===== src/kitop_pkg.sv =====
package kitop_pkg;

  // ==========================================================
  // Register map (byte address is four times the index)
  localparam int unsigned ADDR_W = 10;
  localparam int unsigned DATA_W = 32;
  localparam logic [7:0] IDX_PIN_LEVELS = 8'he0;
  localparam logic [7:0] IDX_IRQ_ENABLES = 8'he8;
  localparam logic [7:0] IDX_IRQ_FLAG = 8'hed;
  localparam logic [7:0] IDX_OUT_DATA = 8'hf3;
  localparam logic [7:0] IDX_FREQ_CTRL = 8'hfd;

  // ==========================================================
  // Field positions and reset values
  localparam int unsigned FLD_FLAG = 0;
  localparam int unsigned FLD_OUT_ZERO = 0;
  localparam int unsigned FLD_OUT_ONE = 1;
  localparam int unsigned FLD_RATE_LO = 0;
  localparam int unsigned FLD_RATE_HI = 1;
  localparam int unsigned FLD_TONE = 3;
  localparam logic [3:0] EN_RST = 4'h0;
  localparam logic FLAG_RST = 1'b0;
  localparam logic [1:0] OUT_RST = 2'h0;
  localparam logic [1:0] RATE_RST = 2'h0;
  localparam logic TONE_RST = 1'b0;

  // ==========================================================
  // Timing
  localparam int unsigned CLK_PERIOD_NS = 100;
  localparam int unsigned FILTER_TIME_NS = 500000;
  localparam int unsigned FILTER_CYCLES = FILTER_TIME_NS / CLK_PERIOD_NS;
  localparam int unsigned PHASE_W = 7;
  localparam int unsigned SET1_F1_LOG2 = 7;
  localparam int unsigned TONE_2K_LOG2 = 4;
  localparam int unsigned TONE_4K_LOG2 = 3;

  typedef enum logic [1:0] {OUT0_PLAIN, OUT0_CLOCK, OUT0_INV_BUZZER} kitop_out0_mode_e;

  function automatic logic [ADDR_W-1:0] reg_addr(input logic [7:0] idx);
    return {idx, 2'b00};
  endfunction

  // Divisor exponent for a divisor set (1..5) and a rate code
  function automatic int unsigned rate_log2(input int unsigned set, input logic [1:0] code);
    return SET1_F1_LOG2 + 1 - set - int'(code);
  endfunction

endpackage


===== src/kitop_divider.sv =====
`timescale 1ns/1ns
`default_nettype none
module kitop_divider
  import kitop_pkg::*;
#(
  parameter int unsigned WIDTH = PHASE_W
)
(
  input wire logic pclk,
  input wire logic presetn,
  output logic [WIDTH-1:0] phase
);

  typedef struct packed {
    logic [WIDTH-1:0] cnt;
  } kitop_div_s;

  kitop_div_s s_q;
  kitop_div_s s_d;

  if (WIDTH < 1)
  begin : bad_width_g
    $error("kitop_divider: WIDTH must be at least 1");
  end

  // Free-running; bit k is the clock divided by 2^(k+1)
  always_comb
  begin
    s_d = s_q;
    s_d.cnt = s_q.cnt + WIDTH'(1);
  end

  always_ff @(posedge pclk or negedge presetn)
  begin
    if (!presetn)
      s_q <= '0;
    else
      s_q <= s_d;
  end

  assign phase = s_q.cnt;

endmodule
`default_nettype wire


===== src/kitop_in_filter.sv =====
`timescale 1ns/1ns
`default_nettype none
module kitop_in_filter
  import kitop_pkg::*;
#(
  parameter int unsigned WIDTH = 4,
  parameter bit FILTER_EN = 1'b1,
  parameter int unsigned FILT_CYCLES = FILTER_CYCLES
)
(
  input wire logic pclk,
  input wire logic presetn,
  input wire logic [WIDTH-1:0] pins,
  output logic [WIDTH-1:0] level,
  output logic [WIDTH-1:0] clean
);

  localparam int unsigned CW = $clog2(FILT_CYCLES + 1);

  typedef struct packed {
    logic [WIDTH-1:0] s1;
    logic [WIDTH-1:0] s2;
    logic [WIDTH-1:0] s3;
    logic [WIDTH-1:0] lvl;
    logic [WIDTH-1:0] cln;
    logic [WIDTH-1:0][CW-1:0] cnt;
  } kitop_filt_s;

  kitop_filt_s s_q;
  kitop_filt_s s_d;

  if (WIDTH < 1 || FILT_CYCLES < 1)
  begin : bad_param_g
    $error("kitop_in_filter: WIDTH and FILT_CYCLES must be at least 1");
  end

  always_comb
  begin
    s_d = s_q;
    s_d.s1 = pins;
    s_d.s2 = s_q.s1;
    s_d.s3 = s_q.s2;
    for (int i = 0; i < WIDTH; i++)
    begin
      // A change counts only once two late stages agree
      if (s_q.s2[i] == s_q.s3[i])
        s_d.lvl[i] = s_q.s3[i];
      // Noise rejection: the level must hold for the whole window
      if (s_q.lvl[i] == s_q.cln[i])
        s_d.cnt[i] = '0;
      else if (s_q.cnt[i] == CW'(FILT_CYCLES - 1))
      begin
        s_d.cln[i] = s_q.lvl[i];
        s_d.cnt[i] = '0;
      end
      else
        s_d.cnt[i] = s_q.cnt[i] + CW'(1);
    end
  end

  always_ff @(posedge pclk or negedge presetn)
  begin
    if (!presetn)
      s_q <= '0;
    else
      s_q <= s_d;
  end

  assign level = s_q.lvl;
  assign clean = FILTER_EN ? s_q.cln : s_q.lvl;

endmodule
`default_nettype wire


===== src/kitop_port.sv =====
`timescale 1ns/1ns
`default_nettype none
module kitop_port
  import kitop_pkg::*;
#(
  parameter kitop_out0_mode_e OUT0_MODE = OUT0_PLAIN,
  parameter bit OUT1_BUZZER = 1'b0,
  parameter bit INV_BY_BIT1 = 1'b0,
  parameter bit OUT0_OPEN_DRAIN = 1'b0,
  parameter bit OUT1_OPEN_DRAIN = 1'b0,
  parameter int unsigned CLK_SET = 1,
  parameter bit FILTER_EN = 1'b1,
  parameter int unsigned FILT_CYCLES = FILTER_CYCLES
)
(
  input wire logic pclk,
  input wire logic presetn,
  input wire logic psel,
  input wire logic penable,
  input wire logic pwrite,
  input wire logic [ADDR_W-1:0] paddr,
  input wire logic [DATA_W-1:0] pwdata,
  output logic [DATA_W-1:0] prdata,
  output logic pready,
  output logic pslverr,
  input wire logic [3:0] input_pins,
  output logic input_irq_flag,
  output logic output_bit_zero,
  output logic output_bit_zero_oe_n,
  output logic output_bit_one,
  output logic output_bit_one_oe_n
);

  // ==========================================================
  // Build checks
  if (CLK_SET < 1 || CLK_SET > 5)
  begin : bad_set_g
    $error("kitop_port: CLK_SET must be 1 to 5");
  end
  if (OUT0_MODE == OUT0_INV_BUZZER && !OUT1_BUZZER)
  begin : bad_inv_g
    $error("kitop_port: inverse buzzer needs bit one as buzzer");
  end

  // ==========================================================
  // State
  typedef struct packed {
    logic [3:0] en;
    logic flag;
    logic [3:0] clean_prev;
    logic [1:0] out_data;
    logic [1:0] rate_sel;
    logic tone_sel;
    logic divided_clock_output_gate;
    logic buz_gate0;
    logic buz_gate1;
    logic pin0;
    logic pin1;
    logic [DATA_W-1:0] rdata;
  } kitop_port_s;

  localparam kitop_port_s PORT_RST = '{
    en: EN_RST,
    flag: FLAG_RST,
    clean_prev: 4'h0,
    out_data: OUT_RST,
    rate_sel: RATE_RST,
    tone_sel: TONE_RST,
    divided_clock_output_gate: 1'b0,
    buz_gate0: 1'b0,
    buz_gate1: 1'b0,
    pin0: 1'b0,
    pin1: 1'b0,
    rdata: '0
  };

  kitop_port_s s_q;
  kitop_port_s s_d;

  logic [3:0] pin_level;
  logic [3:0] pin_clean;
  logic [PHASE_W-1:0] phase;
  logic [PHASE_W-1:0] phase_nx;
  logic setup;
  logic access;
  logic wr_acc;
  logic rd_flag_acc;
  logic set_evt;
  logic clr_evt;
  logic cwave;
  logic bwave;
  logic div_one;
  int unsigned clk_log2;

  function automatic logic is_mapped(input logic [ADDR_W-1:0] a);
    return a == reg_addr(IDX_PIN_LEVELS) || a == reg_addr(IDX_IRQ_ENABLES)
        || a == reg_addr(IDX_IRQ_FLAG) || a == reg_addr(IDX_OUT_DATA)
        || a == reg_addr(IDX_FREQ_CTRL);
  endfunction

  function automatic logic wave_of(input logic [PHASE_W-1:0] p, input int unsigned l);
    return (l == 0) ? 1'b0 : p[l-1];
  endfunction

  // ==========================================================
  // Input synchroniser and noise filter
  kitop_in_filter #(
    .WIDTH(4),
    .FILTER_EN(FILTER_EN),
    .FILT_CYCLES(FILT_CYCLES)
  ) u_filter (
    .pclk(pclk),
    .presetn(presetn),
    .pins(input_pins),
    .level(pin_level),
    .clean(pin_clean)
  );

  // ==========================================================
  // Shared divider for the clock output and the tones
  kitop_divider #(
    .WIDTH(PHASE_W)
  ) u_div (
    .pclk(pclk),
    .presetn(presetn),
    .phase(phase)
  );

  assign phase_nx = phase + PHASE_W'(1);
  assign clk_log2 = rate_log2(CLK_SET, s_q.rate_sel);
  assign div_one = (clk_log2 == 0);
  assign cwave = wave_of(phase_nx, clk_log2);
  assign bwave = s_q.tone_sel ? phase_nx[TONE_2K_LOG2-1] : phase_nx[TONE_4K_LOG2-1];

  // ==========================================================
  // APB slave: zero wait states, data captured in the setup cycle
  assign setup = psel && !penable;
  assign access = psel && penable;
  assign wr_acc = access && pwrite && is_mapped(paddr);
  assign rd_flag_acc = access && !pwrite && paddr == reg_addr(IDX_IRQ_FLAG);
  assign set_evt = |((pin_clean ^ s_q.clean_prev) & s_q.en);
  // Only a flag value that was actually returned is cleared
  assign clr_evt = rd_flag_acc && s_q.rdata[FLD_FLAG];

  always_comb
  begin
    s_d = s_q;
    s_d.clean_prev = pin_clean;
    s_d.flag = (s_q.flag && !clr_evt) || set_evt;

    if (setup)
    begin
      s_d.rdata = '0;
      unique case (1'b1)
        paddr == reg_addr(IDX_PIN_LEVELS): s_d.rdata[3:0] = pin_level;
        paddr == reg_addr(IDX_IRQ_ENABLES): s_d.rdata[3:0] = s_q.en;
        paddr == reg_addr(IDX_IRQ_FLAG): s_d.rdata[FLD_FLAG] = s_q.flag;
        paddr == reg_addr(IDX_OUT_DATA): s_d.rdata[1:0] = s_q.out_data;
        paddr == reg_addr(IDX_FREQ_CTRL):
        begin
          s_d.rdata[FLD_RATE_HI] = s_q.rate_sel[1];
          s_d.rdata[FLD_RATE_LO] = s_q.rate_sel[0];
          s_d.rdata[FLD_TONE] = s_q.tone_sel;
        end
        default: s_d.rdata = '0;
      endcase
    end

    // Level and flag registers take no writes
    if (wr_acc && paddr == reg_addr(IDX_IRQ_ENABLES))
      s_d.en = pwdata[3:0];
    if (wr_acc && paddr == reg_addr(IDX_OUT_DATA))
    begin
      s_d.out_data[0] = pwdata[FLD_OUT_ZERO];
      s_d.out_data[1] = pwdata[FLD_OUT_ONE];
    end
    if (wr_acc && paddr == reg_addr(IDX_FREQ_CTRL))
    begin
      s_d.rate_sel = {pwdata[FLD_RATE_HI], pwdata[FLD_RATE_LO]};
      s_d.tone_sel = pwdata[FLD_TONE];
    end

    // Except at divide-by-one, gates move only while their wave is inactive, so no pulse is cut short
    if (!cwave || div_one)
      s_d.divided_clock_output_gate = s_q.out_data[0];
    if (bwave)
      s_d.buz_gate0 = INV_BY_BIT1 ? s_q.out_data[1] : s_q.out_data[0];
    if (!bwave)
      s_d.buz_gate1 = s_q.out_data[1];

    unique case (OUT0_MODE)
      OUT0_PLAIN: s_d.pin0 = s_q.out_data[0];
      OUT0_CLOCK: s_d.pin0 = s_d.divided_clock_output_gate && cwave;
      OUT0_INV_BUZZER: s_d.pin0 = s_d.buz_gate0 && !bwave;
      default: s_d.pin0 = s_q.out_data[0];
    endcase
    if (OUT1_BUZZER)
      s_d.pin1 = s_d.buz_gate1 && bwave;
    else
      s_d.pin1 = s_q.out_data[1];
  end

  always_ff @(posedge pclk or negedge presetn)
  begin
    if (!presetn)
      s_q <= PORT_RST;
    else
      s_q <= s_d;
  end

  // ==========================================================
  // Outputs
  assign prdata = s_q.rdata;
  assign pready = 1'b1;
  assign pslverr = access && !is_mapped(paddr);
  assign input_irq_flag = s_q.flag;

  // Divide-by-one passes the clock itself; its gating cannot be glitch free
  assign output_bit_zero = (OUT0_MODE == OUT0_CLOCK && div_one) ? (pclk && s_q.divided_clock_output_gate)
                                                                : s_q.pin0;
  assign output_bit_one = s_q.pin1;
  assign output_bit_zero_oe_n = OUT0_OPEN_DRAIN ? !output_bit_zero : 1'b0;
  assign output_bit_one_oe_n = OUT1_OPEN_DRAIN ? !output_bit_one : 1'b0;
endmodule
`default_nettype wire


===== config.mk =====
export PLATFORM = sky130hd
export DESIGN_NAME = kitop_port
export DESIGN_NICKNAME = d
export VERILOG_FILES = /design/src/kitop_pkg.sv /design/src/kitop_divider.sv /design/src/kitop_in_filter.sv /design/src/kitop_port.sv
export SDC_FILE = /design/constraint.sdc
export NUM_CORES = 1
export LEC_CHECK = 0
export ABC_AREA = 0
export BUFFER_PORTS_ARGS = -buffer_cell sky130_fd_sc_hd__buf_4
export CAP_MARGIN = 40
export CORE_ASPECT_RATIO = 0.6
export CORE_MARGIN = 2
export CORE_UTILIZATION = 36
export CTS_CLUSTER_DIAMETER = 80
export DETAILED_ROUTE_END_ITERATION = 7
export SLEW_MARGIN = 20
export SYNTH_ARGS = -nofsm -noshare
export SYNTH_HDL_FRONTEND = slang
export SYNTH_SLANG_ARGS = --single-unit
export TNS_END_PERCENT = 5

===== constraint.sdc =====
create_clock -name pclk -period 2.4 [get_ports pclk]
set_clock_uncertainty 0.05 [all_clocks]
set_input_delay 0.24 -clock pclk [delete_from_list [all_inputs] [get_ports pclk]]
set_output_delay 0.24 -clock pclk [all_outputs]
set_load 0.02 [all_outputs]

==> results of run 1 <==
how the worst max path moves through the flow:
stage | from | end | slack (ns) | cells past startpoint
6_report | u_filter.s_q[23] | u_filter.s_q[20] | 0.28 | 4
4_1_cts | u_filter.s_q[23] | u_filter.s_q[20] | 0.27 | 4
2_1_floorplan | u_filter.s_q[10] | u_filter.clean[0] | 0.51 | 3
3_3_place_gp | u_filter.s_q[23] | u_filter.s_q[18] | 0.31 | 4
3_5_place_dp | u_filter.s_q[23] | u_filter.s_q[16] | 0.27 | 4
5_1_grt | u_filter.s_q[23] | u_filter.s_q[20] | 0.20 | 4
per-layer routing:
layer  global-route usage (%)  routed length, um  vias to the layer above
li1                         -                  -                     1387
met1                     18.3               4130                     1301
met2                     16.3               2930                       64
met3                     4.08                412                       11
met4                     4.28                 93                        0
met5                        0                  0                        -
logic make-up (layout without fill, tap and decap cells):
| logic type | count (synthesis) | count (layout) | share of synthesized area [%] |
|---|---|---|---|
| AND/OR/NAND/NOR | 169 | 169 | 19.8 |
| flip-flops | 92 | 92 | 52.9 |
| multiplexers | 17 | 17 | 4.46 |
| XOR/XNOR | 52 | 52 | 10.5 |
| AO/OA/AOI/OAI | 14 | 14 | 2.36 |
| adder cells (fa/ha/maj) | 8 | 8 | 2.07 |
| buffers and inverters | 51 | 62 | 7.79 |
| other | 2 | 31 | 0.173 |
synth_stat cells, types with 2 or more instances:
| cell | number |
|---|---|
| o21ai_0 | 2 |
| nor3b_1 | 2 |
| nor3_1 | 18 |
| xor2_1 | 18 |
| buf_6 | 2 |
| and2_1 | 4 |
| or4b_1 | 2 |
| buf_4 | 35 |
| or4_4 | 3 |
| maj3_1 | 4 |
| dfrtp_1 | 92 |
| conb_1 | 2 |
| mux2i_1 | 4 |
| ha_1 | 4 |
| nor2_1 | 60 |
| mux2_4 | 2 |
| a31oi_1 | 3 |
| or3_1 | 2 |
| nand4_1 | 12 |
| a22oi_1 | 2 |
| nand3b_1 | 2 |
| clkbuf_1 | 3 |
| nand3_1 | 15 |
| mux2_2 | 11 |
| and3_1 | 4 |
| nand2_1 | 24 |
| xnor2_1 | 34 |
| nor4_1 | 9 |
| inv_1 | 10 |
final cells by class:
type	instances	area [um2]
multi-input cells	291	1820
inverters	10	37.5
repair buffers	36	295
clock inverters	5	28.8
well taps	165	206
fillers	1141	6980
clock buffers	11	233
flip-flops and latches	92	2300
metrics by stage:
stage          util [%]  hold WS [ns]  setup slack (ns)
5_1_grt            41.3        0.0837             0.197
6_report           41.3        0.0927             0.278
3_3_place_gp       38.7         0.214             0.313
2_1_floorplan         -        -0.106             0.506
4_1_cts            41.3        0.0799             0.266
3_5_place_dp       38.7         0.220             0.270
registers in the layout, indices dropped and copies added, names as in the netlist:
register and flops:
u_filter.s_q 56, s_q 11, u_filter.s_d 8, prdata 4
u_filter.clean 4, u_filter.level 4, s_d 2, input_irq_flag 1
output_bit_one 1, output_bit_zero 1
where the power goes:
group,internal (W),switching [W]
registers,0.00160,0.0000421
logic,0.0000840,0.000158
clock network,0.000696,0.000551
total,0.00238,0.000752
what timing repair did:
action,in CTS,in global routing
gates resized for setup,0,0
hold endpoints to repair,45,0
hold buffers,5,0
==> impl_metrics.yaml, run 1 <==
outcome:
  outcome: "finished, final reports clean"
critical_path:
  path_max_fanout: 12
  r2r_cells: 4
  cp.arrival_ns: 2.27
  cp-start-kind: "flip-flop"
  slowest_delay_ns: 0.56
  critPathKind: "flip-flop to flip-flop"
  r2r-start: "u_filter.s_q[23]"
  regToRegSetupSlack_ns: 0.28
  cp-end-kind: "flip-flop"
  path_buf_inv: 0
  cp_slowest_cell: "or4_4"
  cp_cell_sequence: "or4b_1, or4_4, nand2_1, nor2_1"
  cp.required_ns: 2.55
  r2r-end: "u_filter.s_q[20]"
  cpLargestDelayFamily: "simple AND/OR/NAND/NOR gates"
clock_network:
  h-tree-depth: 3
  cts_setup_buffers: 0
  cts_buffers: 9
  tritoncts: "built"
  cts_max_path_buffers: 2
  clk_latency_ns: 0.34
  ctsRootBufferMaster: "clkbuf_16"
  cts.sinks: 92
  clk_pin_slew_ns: 0.06
sta:
  final.min_clock_period_ns: 2.12
  fin_crit_sh_pct: 88.4
  tns_ns: 0
  final-setup-viol-count: 0
  grt_setup_unrepaired: "false"
  fmax_ghz: 0.471
  finalHoldViolCount: 0
  slew_viol_final: 0
  worstMarginPinSlew_ns: 0.550
  max-slew-margin-rel_pct: 63.4
grt:
  grt_util_all_layers_pct: 12.2
  grt_pass1_vias: 2559
  antenna_found_initial: 0
  gr-total-overflow: 0
  grt_max_degree: 52
  grt_pass1_wl_um: 12600
synth:
  synth.largest_area_cell: "dfrtp_1"
  synth.distinct_cells: 49
  yosysSeqAreaShare_pct: 52.9
  syn_avg_cell_area_um2: 10.7
  synthTopCellsByArea: "dfrtp_1 (53%), xnor2_1 (6.8%), buf_4 (6.0%)"
  synth_flop_cell: "dfrtp_1"
  netlist_instances: 405
  synth_enable_flop_cells: 0
  synth_top_area_share_pct: 52.9
  syn_area_mm2: 0.00435
  yosysWarnings: 0
  synth_seq_cells: 92
  ys_async_sr_fraction_pct: 100
layout:
  syn_to_final_growth_pct: 13.1
  final_cell_area_mm2: 0.00492
  drive_gt1_share_pct: 15.1
  layout_common_cells: "dfrtp_1 (92), nor2_1 (60), xnor2_1 (34)"
  nets: 495
  final_cells: 610
  antenna_cells: 0
  layout_commonest_cell: "dfrtp_1"
placed_design:
  placed_area_mm2: 0.00461
  gp_congestion: 0.789
  io_buffers: 30
  dpl.hpwl_um: 5390
  place_inst: 589
routing:
  ant_nets: 0
  drc: 0
  wl_per_cell_um: 12.4
  firstDrtPassIters: 4
  via_count: 2763
  drt_iter0_drc: 137
  wl_um: 7560
  viasPerCell: 4.53
min_path:
  hp-class: "input pin to flip-flop"
  hold_depth: 2
  hold_path_end: "s_q[49]"
  min_from: "pwdata[2]"
die:
  placeableCoreArea_mm2: 0.0119
  die_x_um: 146
  initial_core_util_pct: 36.6
  dieArea_mm2: 0.0130
  rows: 31
  ios: 90
  die_y_um: 89.2
power_and_ir_drop:
  ir_drop_v: 0.000308
  power.density_mw_per_mm2: 636
  p_leak_nw: 2.18
  finalPower_w: 0.00313
flow_run:
  drv_cap: 0
Power figures use the tool's default switching activity.
==> inputs of run 2 (changes only) <==
==> constraint.sdc (replaced) <==
create_clock -name pclk -period 2.4 [get_ports pclk]
set_clock_uncertainty 0.05 [all_clocks]
set_input_delay 0.48 -clock pclk [delete_from_list [all_inputs] [get_ports pclk]]
set_output_delay 0.48 -clock pclk [all_outputs]
set_load 0.02 [all_outputs]
==> run 2 against run 1 <==
Critical path depth unchanged. Combinational power decreased by 2%. Sequential share of layout area increased by 0.27 points. Total power increased by 0.46%. Worst hold slack improved by 0.11 ns. Cell count decreased by 0.98%. Via count increased by 0.36%. Worst setup slack got worse by 0.0040 ns. Register-to-register slack about the same. Clock-buffer cell count unchanged. Critical endpoint is now u_filter.s_q[24].
==> impl_metrics.yaml, run 2 (same netlist as run 1, synthesis figures left out) <==
outcome:
  outcome: "finished, final reports clean"
critical_path:
  path_buf_inv: 0
  cp.arrival_ns: 2.28
  cpLargestDelayFamily: "simple AND/OR/NAND/NOR gates"
  cp.required_ns: 2.55
  cp_slowest_cell: "or4_4"
  cp-end-kind: "flip-flop"
  critPathKind: "flip-flop to flip-flop"
  cp_cell_sequence: "or4b_1, or4_4, nand2_1, nor2_1"
  slowest_delay_ns: 0.56
  cp-start-kind: "flip-flop"
  path_max_fanout: 12
layout:
  syn_to_final_growth_pct: 12.4
  fillers: 1123
  largest-register: "u_filter.s_q"
  final_core_util_pct: 41.1
  largest_reg_flops: 56
  drive_gt1_share_pct: 15.3
  final_cell_area_mm2: 0.00489
  layout_common_cells: "dfrtp_1 (92), nor2_1 (60), xnor2_1 (34)"
  layout_commonest_cell: "dfrtp_1"
  antenna_cells: 0
  nets: 492
routing:
  via_count: 2773
  wl_um: 7510
  drt_iter0_drc: 217
  met3_wirelength_um: 367
  wl_per_cell_um: 12.4
  top_layer_used: "met4"
  route.layer.met1.wl_um: 4090
  drc: 0
  ant_nets: 0
  firstDrtPassIters: 4
  wl_met2_um: 2980
  viasPerCell: 4.59
sta:
  max-slew-margin-rel_pct: 64.4
  slew_viol_final: 0
  worstMarginPinSlew_ns: 0.532
  grt_setup_unrepaired: "false"
  fin_crit_sh_pct: 88.6
  fmax_ghz: 0.470
  final.min_clock_period_ns: 2.13
  tns_ns: 0
  finalHoldViolCount: 0
  final-setup-viol-count: 0
clock_network:
  tritoncts: "built"
  clk_pin_slew_ns: 0.06
  cts_buffers: 9
  h-tree-depth: 3
  clk_latency_ns: 0.33
  cts.sinks: 92
  cts_max_path_buffers: 2
  ctsRootBufferMaster: "clkbuf_16"
placed_design:
  dpl.hpwl_um: 5290
  io_buffers: 30
  gp_congestion: 0.777
  placed_area_mm2: 0.00462
die:
  initial_core_util_pct: 36.6
  ios: 90
  dieArea_mm2: 0.0130
  die_y_um: 89.2
  rows: 31
  die_x_um: 146
  placeableCoreArea_mm2: 0.0119
grt:
  grt_pass1_vias: 2609
  grt_pass1_wl_um: 13000
  grt_util_all_layers_pct: 12.5
  grt_max_degree: 72
  antenna_found_initial: 0
  gr-total-overflow: 0
power_and_ir_drop:
  finalPower_w: 0.00315
  ir_drop_v: 0.000284
  power.density_mw_per_mm2: 643
  p_leak_nw: 2.16
flow_run:
  drv_cap: 0
min_path:
  hp-class: "input pin to flip-flop"
run 2: changes by cell type in the layout (fill, tap and decap cells not counted), sizes merged:
cell	before	now
clkinvlp	0	1
dlygate4sd3	5	1
clkinv	5	1
buf	31	32
run 2: power breakdown:
part | switching, W | internal [W] | leakage (nW)
clock | 0.000526 | 0.000738 | 0.129
sequential | 0.0000431 | 0.00160 | 1.23
combinational | 0.000158 | 0.0000803 | 0.798
total | 0.000727 | 0.00242 | 2.16
run 2: cell type report:
class	instances	area, um2	share of cell area, %
clock inverters	2	12.5	0.256
clock buffers	11	253	5.16
flip-flops and latches	92	2300	47.0
repair buffers	33	263	5.37
inverters	10	37.5	0.767
well taps	165	206	4.22
multi-input cells	291	1820	37.2
run 2: what timing repair did:
item	4_1_cts	5_1_grt
hold buffers	1	0
setup buffers	0	0
endpoints found under the hold margin	21	0
gates resized for setup	0	0
run 2: metrics by stage:
step	hold WS [ns]	setup WS [ns]	instances
after CTS	0.184	0.266	604
after detailed placement	0.289	0.170	590
final	0.203	0.274	604
after global routing	0.185	0.213	604
after global placement	0.285	0.161	590
after floorplan	0.134	0.378	434
run 2: final timing paths:
check,from,endpoint,slack (ns),cells past startpoint
setup / recovery,u_filter.s_q[23],u_filter.s_q[24],0.27,4
hold / removal,input_pins[2],u_filter.s_d[66],0.20,1
setup reg to reg,u_filter.s_q[23],u_filter.s_q[24],0.27,4
hold reg to reg,u_filter.s_d[64],u_filter.s_d[60],0.30,0
max in group asynchronous,presetn,u_filter.s_q[47],1.11,3
min in group asynchronous,presetn,u_filter.s_q[8],0.54,2
run 2: metal layers:
metal,vias to the layer above,GRT usage [%]
met1,1319,18.6
met5,-,0
met4,0,4.01
met2,71,17.1
met3,7,4.08
li1,1376,-
==> inputs of run 3 (changes only) <==
--- a/config.mk
+++ b/config.mk
@@ -13,6 +13,7 @@
 export CORE_UTILIZATION = 36
 export CTS_CLUSTER_DIAMETER = 80
 export DETAILED_ROUTE_END_ITERATION = 7
+export PLACE_DENSITY_LB_ADDON = 0.25
 export SLEW_MARGIN = 20
 export SYNTH_ARGS = -nofsm -noshare
 export SYNTH_HDL_FRONTEND = slang
==> run 3 against run 2 <==
Non-clock buffer count fell by 2. Highest routed layer unchanged. Worst hold slack got worse by 0.13 ns. Clock-buffer cell count fell by 1. Design area rose by 0.89%. Sequential share of layout area fell by 0.42 points. Flip-flop and latch count did not move. Clock power rose by 20%. Worst setup slack improved by 0.028 ns. Total power rose by 7.8%. Cell count rose by 0.17%. Critical path type unchanged. Largest cell class unchanged.
==> impl_metrics.yaml, run 3 (same netlist as run 1, synthesis figures left out) <==
outcome:
  outcome: "finished, final reports clean"
layout:
  largest-register: "u_filter.s_q"
  syn_to_final_growth_pct: 13.5
  layout_common_cells: "dfrtp_1 (92), nor2_1 (60), xnor2_1 (34)"
  nets: 490
  antenna_cells: 0
  layout_commonest_cell: "dfrtp_1"
  drive_gt1_share_pct: 15.7
  largest_reg_flops: 56
  final_cell_area_mm2: 0.00494
sta:
  slew_viol_final: 0
  finalHoldViolCount: 0
  max-slew-margin-rel_pct: 64.3
  final.min_clock_period_ns: 2.10
  final-setup-viol-count: 0
  tns_ns: 0
  worstMarginPinSlew_ns: 0.535
  grt_setup_unrepaired: "false"
  setup_ws_ns: 0.302
  fmax_ghz: 0.477
  fin_crit_sh_pct: 87.4
routing:
  via_count: 2778
  viasPerCell: 4.59
  top_layer_used: "met4"
  firstDrtPassIters: 4
  ant_nets: 0
  drc: 0
  wl_per_cell_um: 12.6
  wl_met2_um: 2960
  drt_iter0_drc: 118
  wl_um: 7640
  met3_wirelength_um: 412
  route.layer.met1.wl_um: 4140
placed_design:
  io_buffers: 30
  pre_cts_ws_ns: 0.174
  gp_congestion: 0.774
  dpl.hpwl_um: 5430
  placed_area_mm2: 0.00461
flow_run:
  drv_cap: 0
die:
  ios: 90
  initial_core_util_pct: 36.6
  die_y_um: 89.2
  dieArea_mm2: 0.0130
  die_x_um: 146
  placeableCoreArea_mm2: 0.0119
  rows: 31
min_path:
  hp-class: "input pin to async pin"
grt:
  grt_pass1_wl_um: 13200
  grt_util_all_layers_pct: 12.9
  antenna_found_initial: 0
  grt_pass1_vias: 2644
  grt_max_degree: 52
  gr-total-overflow: 0
critical_path:
  cp.arrival_ns: 2.26
  cp.required_ns: 2.56
  cp-end-kind: "flip-flop"
  r2r-start: "u_filter.s_q[23]"
  path_max_fanout: 12
  cp-start-kind: "flip-flop"
  r2r_cells: 4
  r2r-end: "u_filter.s_q[24]"
  critPathKind: "flip-flop to flip-flop"
  regToRegSetupSlack_ns: 0.30
clock_network:
  clk_pin_slew_ns: 0.06
  holdBufCountCts: 0
  cts_max_path_buffers: 2
  cts.sinks: 92
  ctsRootBufferMaster: "clkbuf_16"
  tritoncts: "built"
  cts_buffers: 9
  clk_latency_ns: 0.34
  h-tree-depth: 3
  cts_resized: 0
  cts_setup_buffers: 0
power_and_ir_drop:
  power.density_mw_per_mm2: 687
  p_leak_nw: 2.18
  ir_drop_v: 0.000283
-- run 3: how the worst max path moves through the flow --
stage                startpoint          endpoint  slack (ns)
6_report       u_filter.s_q[23]  u_filter.s_q[24]        0.30
3_3_place_gp           paddr[1]           s_q[50]        0.18
5_1_grt        u_filter.s_q[23]  u_filter.s_q[24]        0.15
4_1_cts        u_filter.s_q[23]  u_filter.s_q[24]        0.28
2_1_floorplan          paddr[1]           s_q[47]        0.38
3_5_place_dp           paddr[1]           s_q[50]        0.17
-- run 3: stage by stage --
step           utilization [%]  total power [W]  hold slack (ns)  std cells
2_1_floorplan                -          0.00185            0.134        434
3_3_place_gp              38.7          0.00190            0.282        589
3_5_place_dp              38.7          0.00191            0.288        589
4_1_cts                   41.5          0.00345           0.0910        605
5_1_grt                   41.5          0.00355            0.113        605
6_report                  41.5          0.00339           0.0741        605
-- run 3: worst max-delay path: stages (launching register included) --
cell,delay [ns]
dfrtp_1,0.41
or4b_1,0.52
or4_4,0.56
nand2_1,0.33
nor2_1,0.10
-- run 3: area by class of cell --
| type | instances | area (um2) |
|---|---|---|
| Multi-Input combinational cell | 291 | 1820 |
| Fill cell | 1156 | 6970 |
| Clock inverter | 6 | 87.6 |
| Sequential cell | 92 | 2300 |
| Clock buffer | 10 | 239 |
| Inverter | 10 | 37.5 |
| Tap cell | 165 | 206 |
| Timing Repair Buffer | 31 | 245 |
-- run 3: where the power goes --
part	internal (W)	leakage, nW	total, W	switching, W
clock	0.000940	0.162	0.00151	0.000573
combinational	0.0000788	0.789	0.000237	0.000158
sequential	0.00160	1.23	0.00164	0.0000420
total	0.00262	2.18	0.00339	0.000773
-- run 3: metal layers --
metal / up-vias / GRT usage, %
li1: 1381 / -
met1: 1314 / 19.1
met3: 10 / 3.93
met5: - / 0
met4: 0 / 5.08
met2: 73 / 17.4
